**config.mk**
```make
export PLATFORM = sky130hd
export DESIGN_NAME = ebtcc_core
export DESIGN_NICKNAME = d
export VERILOG_FILES = /design/src/ebtcc_pkg.sv /design/src/ebtcc_compare.sv /design/src/ebtcc_core.sv /design/src/ebtcc_prescaler.sv
export SDC_FILE = /design/constraint.sdc
export NUM_CORES = 1
export LEC_CHECK = 0
export ABC_AREA = 1
export BUFFER_PORTS_ARGS = -buffer_cell sky130_fd_sc_hd__buf_4
export CORE_ASPECT_RATIO = 0.75
export CORE_MARGIN = 2
export CORE_UTILIZATION = 54
export CTS_BUF_LIST = sky130_fd_sc_hd__clkbuf_16
export CTS_CLUSTER_DIAMETER = 100
export DETAILED_ROUTE_END_ITERATION = 7
export HOLD_SLACK_MARGIN = 0.15
export PLACE_DENSITY = 0.81
export SKIP_CTS_REPAIR_TIMING = 1
export SYNTH_ARGS = -nofsm -noshare
export SYNTH_HDL_FRONTEND = slang
export SYNTH_SLANG_ARGS = --single-unit
```
**constraint.sdc**
```tcl
create_clock -name sys_clk_in -period 1.9 [get_ports sys_clk_in]
set_input_delay 0.285 -clock sys_clk_in [delete_from_list [all_inputs] [get_ports sys_clk_in]]
set_output_delay 0.285 -clock sys_clk_in [all_outputs]
set_load 0.1 [all_outputs]
```
**src/ebtcc_pkg.sv**
```systemverilog
package ebtcc_pkg;
	localparam int CNT_W = 8;
	localparam int PS_W = 10;
	localparam logic [7:0] CNT_BOTTOM = 8'h00;
	localparam logic [7:0] CNT_MAX = 8'hFF;
	localparam logic [7:0] CNT_ONE = 8'h01;
	localparam logic [7:0] CMP_RESET = 8'h00;
	localparam logic [2:0] MODE_NORMAL = 3'h0;
	localparam logic [2:0] MODE_PHASE_MAX = 3'h1;
	localparam logic [2:0] MODE_CTC = 3'h2;
	localparam logic [2:0] MODE_FAST_MAX = 3'h3;
	localparam logic [2:0] MODE_PHASE_CMP = 3'h5;
	localparam logic [2:0] MODE_FAST_CMP = 3'h7;
	localparam logic [2:0] CS_STOP = 3'h0;
	localparam logic [1:0] COM_OFF = 2'h0;
	localparam logic [1:0] COM_TOGGLE = 2'h1;
	localparam int FLAG_OVF = 0;
	localparam int FLAG_CMP_A = 1;
	localparam int FLAG_CMP_B = 2;
	localparam int NUM_CMP = 2;
	localparam logic [2:0] FLAG_RESET = 3'h0;
	localparam logic [9:0] PS_MASK_1 = 10'h000;
	localparam logic [9:0] PS_MASK_8 = 10'h007;
	localparam logic [9:0] PS_MASK_32 = 10'h01F;
	localparam logic [9:0] PS_MASK_64 = 10'h03F;
	localparam logic [9:0] PS_MASK_128 = 10'h07F;
	localparam logic [9:0] PS_MASK_256 = 10'h0FF;
	localparam logic [9:0] PS_MASK_1024 = 10'h3FF;
	localparam logic [9:0] PS_RESET = 10'h000;
	typedef enum logic [1:0] {DIR_UP = 2'b01, DIR_DOWN = 2'b10} ebtcc_dir_e;

	function automatic logic ebtcc_is_phase(input logic [2:0] mode);
		ebtcc_is_phase = (mode == MODE_PHASE_MAX) || (mode == MODE_PHASE_CMP);
	endfunction : ebtcc_is_phase

	function automatic logic ebtcc_is_fast(input logic [2:0] mode);
		ebtcc_is_fast = (mode == MODE_FAST_MAX) || (mode == MODE_FAST_CMP);
	endfunction : ebtcc_is_fast

	function automatic logic ebtcc_top_cmp(input logic [2:0] mode);
		ebtcc_top_cmp = (mode == MODE_CTC) || (mode == MODE_PHASE_CMP) || (mode == MODE_FAST_CMP);
	endfunction : ebtcc_top_cmp
endpackage : ebtcc_pkg

```
**src/ebtcc_compare.sv**
```systemverilog
`timescale 1ns/1ps
module ebtcc_compare
	import ebtcc_pkg::*;
#(
	parameter int W = CNT_W
)
(
	input wire logic sys_clk_in,
	input wire logic sys_rst_in,
	input wire logic tick_in,
	input wire logic [W-1:0] count_in,
	input wire logic dir_up_in,
	input wire logic wr_in,
	input wire logic [W-1:0] wr_data_in,
	input wire logic buffered_in,
	input wire logic update_in,
	input wire logic wrap_in,
	input wire logic fast_pwm_in,
	input wire logic phase_pwm_in,
	input wire logic [1:0] com_in,
	output logic [W-1:0] active_out,
	output logic match_out,
	output logic wave_out
);
	logic [W-1:0] buf_q;
	logic inv;

	assign inv = com_in[0];
	assign match_out = tick_in && (count_in == active_out);

	always_ff @(posedge sys_clk_in)
	begin
		if (sys_rst_in)
			buf_q <= W'(CMP_RESET);
		else if (wr_in)
			buf_q <= wr_data_in;
	end

	// Immediate load, or copy at the mode's update point
	always_ff @(posedge sys_clk_in)
	begin
		if (sys_rst_in)
			active_out <= W'(CMP_RESET);
		else if (!buffered_in && wr_in)
			active_out <= wr_data_in;
		else if (buffered_in && update_in)
			active_out <= buf_q;
	end

	// Output polarity and action set by the output mode
	always_ff @(posedge sys_clk_in)
	begin
		if (sys_rst_in)
			wave_out <= 1'b0;
		else if (com_in == COM_OFF)
			wave_out <= wave_out;
		else if (com_in == COM_TOGGLE)
			wave_out <= match_out ? !wave_out : wave_out;
		else if (fast_pwm_in)
		begin
			if (wrap_in)
				wave_out <= !inv;
			else if (match_out)
				wave_out <= inv;
		end
		else if (phase_pwm_in)
		begin
			if (match_out)
				wave_out <= dir_up_in ? inv : !inv;
		end
		else if (match_out)
			wave_out <= inv;
	end
endmodule : ebtcc_compare

```
**src/ebtcc_core.sv**
```systemverilog
`timescale 1ns/1ps
module ebtcc_core
	import ebtcc_pkg::*;
(
	input wire logic sys_clk_in,
	input wire logic sys_rst_in,
	input wire logic timer_power_gate_in,
	input wire logic [2:0] clock_select_field_in,
	input wire logic [1:0] ctrl_a_wave_low_in,
	input wire logic ctrl_b_wave_high_in,
	input wire logic [1:0] compare_output_mode_a_in,
	input wire logic [1:0] compare_output_mode_b_in,
	input wire logic async_clock_select_in,
	input wire logic meter_clock_select_in,
	input wire logic crystal_osc_in,
	input wire logic meter_reading_clock_pin_in,
	input wire logic prescaler_reset_in,
	input wire logic count_wr_in,
	input wire logic [CNT_W-1:0] count_wr_data_in,
	input wire logic compare_a_wr_in,
	input wire logic [CNT_W-1:0] compare_a_data_in,
	input wire logic compare_b_wr_in,
	input wire logic [CNT_W-1:0] compare_b_data_in,
	input wire logic [2:0] flag_clear_in,
	input wire logic [2:0] timer_mask_reg_in,
	output logic [CNT_W-1:0] timer_count_value_out,
	output logic [CNT_W-1:0] compare_value_a_out,
	output logic [CNT_W-1:0] compare_value_b_out,
	output logic [2:0] timer_flag_reg_out,
	output logic [2:0] irq_req_out,
	output logic count_top_out,
	output logic count_bottom_out,
	output logic count_up_out,
	output logic compare_output_a_out
);
	logic [CNT_W-1:0] count_q;
	logic [CNT_W-1:0] count_d;
	ebtcc_dir_e dir_q;
	ebtcc_dir_e dir_d;
	logic [2:0] flag_q;
	logic [2:0] flag_d;
	logic [2:0] mode;
	logic osc_prev_q;
	logic meter_prev_q;
	logic src_tick;
	logic tick;
	logic [CNT_W-1:0] top_val;
	logic phase_mode;
	logic fast_mode;
	logic buffered;
	logic ovf_evt;
	logic upd_evt;
	logic wrap_evt;
	logic [NUM_CMP-1:0] cmp_wr;
	logic [CNT_W-1:0] cmp_data [NUM_CMP];
	logic [CNT_W-1:0] cmp_active [NUM_CMP];
	logic [1:0] cmp_com [NUM_CMP];
	logic [NUM_CMP-1:0] cmp_match;
	logic [NUM_CMP-1:0] cmp_wave;

	// Mode field assembled from both control registers
	assign mode = {ctrl_b_wave_high_in, ctrl_a_wave_low_in};
	assign phase_mode = ebtcc_is_phase(mode);
	assign fast_mode = ebtcc_is_fast(mode);
	assign buffered = phase_mode || fast_mode;
	assign top_val = ebtcc_top_cmp(mode) ? cmp_active[0] : CNT_MAX;

	// Edge detect on the asynchronous source pins
	always_ff @(posedge sys_clk_in)
	begin
		if (sys_rst_in)
		begin
			osc_prev_q <= 1'b0;
			meter_prev_q <= 1'b0;
		end
		else
		begin
			osc_prev_q <= crystal_osc_in;
			meter_prev_q <= meter_reading_clock_pin_in;
		end
	end

	always_comb
	begin
		if (!async_clock_select_in)
			src_tick = 1'b1;
		else if (meter_clock_select_in)
			src_tick = meter_reading_clock_pin_in && !meter_prev_q;
		else
			src_tick = crystal_osc_in && !osc_prev_q;
	end

	ebtcc_prescaler #(
		.W(PS_W)
	) u_prescaler (
		.sys_clk_in(sys_clk_in),
		.sys_rst_in(sys_rst_in),
		.src_tick_in(src_tick && !timer_power_gate_in),
		.ps_reset_in(prescaler_reset_in),
		.clock_select_field_in(clock_select_field_in),
		.tick_out(tick)
	);

	// Next count; output mode takes no part here
	always_comb
	begin
		count_d = count_q;
		dir_d = dir_q;
		ovf_evt = 1'b0;
		upd_evt = 1'b0;
		wrap_evt = 1'b0;
		if (tick)
		begin
			if (phase_mode)
			begin
				if (dir_q == DIR_UP)
				begin
					if (count_q == top_val)
					begin
						dir_d = DIR_DOWN;
						count_d = count_q - CNT_ONE;
						upd_evt = 1'b1;
					end
					else
						count_d = count_q + CNT_ONE;
				end
				else
				begin
					if (count_q == CNT_BOTTOM)
					begin
						dir_d = DIR_UP;
						count_d = count_q + CNT_ONE;
					end
					else
					begin
						count_d = count_q - CNT_ONE;
						ovf_evt = (count_d == CNT_BOTTOM);
					end
				end
			end
			else
			begin
				dir_d = DIR_UP;
				if ((mode == MODE_CTC || fast_mode) && count_q == top_val)
				begin
					count_d = CNT_BOTTOM;
					wrap_evt = 1'b1;
				end
				else
					count_d = count_q + CNT_ONE;
				if (mode == MODE_FAST_CMP)
				begin
					ovf_evt = (count_q == top_val);
					upd_evt = wrap_evt;
				end
				else
				begin
					ovf_evt = (count_q == CNT_MAX);
					upd_evt = (mode == MODE_FAST_MAX) && (count_q == top_val);
				end
			end
		end
		if (count_wr_in)
		begin
			count_d = count_wr_data_in;
			ovf_evt = 1'b0;
			wrap_evt = 1'b0;
		end
	end

	always_ff @(posedge sys_clk_in)
	begin
		if (sys_rst_in)
			count_q <= CNT_BOTTOM;
		else
			count_q <= count_d;
	end

	always_ff @(posedge sys_clk_in)
	begin
		if (sys_rst_in)
			dir_q <= DIR_UP;
		else
			dir_q <= dir_d;
	end

	// Compare channels; channel B's waveform stays internal
	assign cmp_wr = {compare_b_wr_in, compare_a_wr_in};
	assign cmp_data[0] = compare_a_data_in;
	assign cmp_data[1] = compare_b_data_in;
	assign cmp_com[0] = compare_output_mode_a_in;
	assign cmp_com[1] = compare_output_mode_b_in;

	generate
		for (genvar i = 0; i < NUM_CMP; i++)
		begin : g_cmp
			ebtcc_compare #(
				.W(CNT_W)
			) u_cmp (
				.sys_clk_in(sys_clk_in),
				.sys_rst_in(sys_rst_in),
				.tick_in(tick),
				.count_in(count_q),
				.dir_up_in(dir_q == DIR_UP),
				.wr_in(cmp_wr[i]),
				.wr_data_in(cmp_data[i]),
				.buffered_in(buffered),
				.update_in(upd_evt),
				.wrap_in(wrap_evt),
				.fast_pwm_in(fast_mode),
				.phase_pwm_in(phase_mode),
				.com_in(cmp_com[i]),
				.active_out(cmp_active[i]),
				.match_out(cmp_match[i]),
				.wave_out(cmp_wave[i])
			);
		end
	endgenerate

	// Sticky flags, set wins over a same-cycle clear
	always_comb
	begin
		flag_d = flag_q & ~flag_clear_in;
		flag_d[FLAG_OVF] = flag_d[FLAG_OVF] | ovf_evt;
		flag_d[FLAG_CMP_A] = flag_d[FLAG_CMP_A] | cmp_match[0];
		flag_d[FLAG_CMP_B] = flag_d[FLAG_CMP_B] | cmp_match[1];
	end

	always_ff @(posedge sys_clk_in)
	begin
		if (sys_rst_in)
			flag_q <= FLAG_RESET;
		else
			flag_q <= flag_d;
	end

	assign timer_count_value_out = count_q;
	assign compare_value_a_out = cmp_active[0];
	assign compare_value_b_out = cmp_active[1];
	assign timer_flag_reg_out = flag_q;
	assign irq_req_out = flag_q & timer_mask_reg_in;
	assign count_top_out = (count_q == CNT_MAX);
	assign count_bottom_out = (count_q == CNT_BOTTOM);
	assign count_up_out = (dir_q == DIR_UP);
	assign compare_output_a_out = cmp_wave[0];
endmodule : ebtcc_core

```
**src/ebtcc_prescaler.sv**
```systemverilog
`timescale 1ns/1ps
module ebtcc_prescaler
	import ebtcc_pkg::*;
#(
	parameter int W = PS_W
)
(
	input wire logic sys_clk_in,
	input wire logic sys_rst_in,
	input wire logic src_tick_in,
	input wire logic ps_reset_in,
	input wire logic [2:0] clock_select_field_in,
	output logic tick_out
);
	logic [W-1:0] ps_q;
	logic [W-1:0] mask;

	// Free running divider advanced by the selected source
	always_ff @(posedge sys_clk_in)
	begin
		if (sys_rst_in || ps_reset_in)
			ps_q <= W'(PS_RESET);
		else if (src_tick_in)
			ps_q <= ps_q + W'(1);
	end

	// Division taps 1, 8, 32, 64, 128, 256, 1024
	always_comb
	begin
		case (clock_select_field_in)
			3'h1: mask = W'(PS_MASK_1);
			3'h2: mask = W'(PS_MASK_8);
			3'h3: mask = W'(PS_MASK_32);
			3'h4: mask = W'(PS_MASK_64);
			3'h5: mask = W'(PS_MASK_128);
			3'h6: mask = W'(PS_MASK_256);
			3'h7: mask = W'(PS_MASK_1024);
			default: mask = W'(PS_MASK_1);
		endcase
	end

	// Single-cycle enable, no derived clock
	assign tick_out = src_tick_in && (clock_select_field_in != CS_STOP) && ((ps_q & mask) == mask);
endmodule : ebtcc_prescaler
```
==> results.toml <==
[clock_tree]
path_clk_slew_ns = 0.05
clk_latency_ns = 0.32
cts_tree = "built"
h-tree-depth = 3
cts-root-buf = "clkbuf_16"
cts_buffers = 9
clockBufferDepth = 2
cts_sinks = 58

[timing]
min_period_over_period = 1.07
hold_viol = 0
slew_headroom = 0.586
timing.final.ws_setup_ns = -0.137
setup_violations = 20
whs_ns = 0.174
fmax_mhz = 491
final_max_slew_viol_count = 0
tns_ns = -0.486
period_needed_ns = 2.04
skew_ns = 0.00487
worst_pin_slew_ns = 0.619
grt_setup_unrepaired = "yes"

[cells_and_area]
final_core_util = 0.801
syn2layout_area_growth_pct = 45.5
final_common_cell = "buf_4"
stdcell_count = 720
diodes = 0
layout_common_cells = "buf_4, nand2_1, nor2_1"
stdcell_area_sq_mm = 0.00498
final_nets = 690
layout-drive-gt1-share = 0.358

[synthesis]
synth-main-ff-cell = "dfxtp_1"
ys_seq_area_frac = 0.339
synth-edff-count = 0
avgSynthCellArea_sq_um = 6.65
synthesis.nets = 571
ys_warn_count = 0
syn_inst = 515
yosysUniqueCellTypes = 37
synth_area_sq_mm = 0.00342
async_reset_ff_frac = 0
ys_ff_latch = 58

[run_status]
violations = "negative setup slack"
status = "finished, violations left"

[drt]
viasPerCell = 5.47
post-route-drc-count = 0
wire_per_inst_um = 14.8
drtPass1Iterations = 5
dr_total_vias = 3937
wl_um = 10700
drt_iter0_drc = 273
antenna_left = 0

[die]
ioPinCount = 85
die_area_sq_mm = 0.00700
rows = 25
dieWidth_um = 96.0
start_util = 0.550
die_h_um = 73.0
core_sq_mm = 0.00622

[pwr]
power_density_mw_per_mm2 = 804
p_leak_nw = 2.40
power_mw = 4.01
ir_worst_vdd_v = 0.000695

[global_routing]
overflow = 0
grt_antenna_before_repair = 0
grt_max_degree = 35
grt.total_usage = 0.297
grt_pass1_vias = 3554
grt_pass1_wl_um = 16300

[placement]
dp_hpwl_um = 7330
port_buffers = 82
postPlaceCellArea_sq_mm = 0.00430
post-place-ws_ns = -0.0307
dp.cells = 681
place_congestion = 1.03

[job]
drv_cap = 0

[worst_setup_path]
cp_slowest_stage_delay_ns = 0.40
required_ns = 1.62
cp_cell_sequence = "ha_4 > nand3_4 > nor3_4 > inv_1 > nor2_2 > nand2_2 > clkinvlp_4 > buf_12"
cp_slowest_cell = "dfxtp_4"
cp_num_buf_inv = 3
critPathKind = "reg -> out"
path_delay_family = "simple AND/OR/NAND/NOR gates"
worst-endpoint-arrival_ns = 1.75
crit_path_max_fanout = 7
startpoint_type = "register"
endpoint_kind = "output pin"

[hold_path]
min_path_type = "in -> reg"
cells in the mapped netlist (all sizes together) (3+ instances only):
library cell,number,area share
buf,7,0.012
nand4,4,0.0073
xor2,15,0.038
nor3,4,0.0073
o211ai,4,0.0088
inv,67,0.073
nand3b,4,0.0088
dfxtp,58,0.34
o21ai,62,0.096
nor4,3,0.0055
mux2,12,0.039
nand2,116,0.13
ha,5,0.018
nand3,21,0.034
a21oi,31,0.046
nor2,86,0.098
clkbuf,6,0.0066
a31oi,4,0.0073
per-layer routing:
layer / part of all wire / vias to the layer above / global-route usage
met5: 0 / - / 0
met3: 0.077 / 21 / 0.0713
met4: 0.018 / 0 / 0.0905
li1: - / 1902 / -
met2: 0.47 / 171 / 0.501
met1: 0.43 / 1843 / 0.377
path summary, 6_finish.rpt:
path	cells past startpoint	slack [ns]	endpoint	startpoint
worst max-delay path	8	-0.14	count_top_out	timer_count_value_out[0]
worst min-delay path	3	0.17	meter_prev_q	meter_reading_clock_pin_in
worst max register to register	11	-0.05	timer_count_value_out[7]	timer_count_value_out[0]
worst min register to register	1	0.46	u_prescaler.ps_q[9]	u_prescaler.ps_q[9]
worst register-to-register path, stage by stage (launching register included):
cell and delay, ns:
dfxtp_4 0.40, buf_4 0.12, nand3_2 0.08, nor2_4 0.13, nand2_1 0.07, nand2_1 0.12
nand3_4 0.11, o21ai_4 0.29, nand2_4 0.14, o21ai_2 0.14, nand2_1 0.09, a31oi_2 0.17
area by class of cell:
| cell class | instances | area (sq um) |
|---|---|---|
| Inverter | 67 | 294 |
| Fill cell | 441 | 1240 |
| Clock inverter | 6 | 53.8 |
| Multi-Input combinational cell | 378 | 2120 |
| Timing Repair Buffer | 120 | 953 |
| Sequential cell | 58 | 1210 |
| Clock buffer | 10 | 250 |
| Tap cell | 81 | 101 |
kinds of logic after synthesis:
group | synth area share
AND/OR/NAND/NOR | 0.301
flip-flops | 0.339
adder cells (fa/ha/maj) | 0.0183
multiplexers | 0.0395
AO/OA/AOI/OAI | 0.168
XOR/XNOR | 0.0409
buffers and inverters | 0.0924
power by group:
part           total [mW]  leakage, nW  switching (mW)  internal, mW
clock network        1.64        0.148           0.560          1.08
registers            1.36        0.488          0.0760          1.28
logic                1.01         1.77           0.661         0.351
registers in the layout, summed over array words and instances, names as in the netlist:
signal / flops
dir_q: 2
g_cmp.u_cmp.active_out: 16
g_cmp.u_cmp.buf_q: 16
g_cmp.u_cmp.wave_out: 1
meter_prev_q: 1
osc_prev_q: 1
timer_count_value_out: 8
timer_flag_reg_out: 3
u_prescaler.ps_q: 10
No activity file was read; power rests on OpenSTA's default activity.
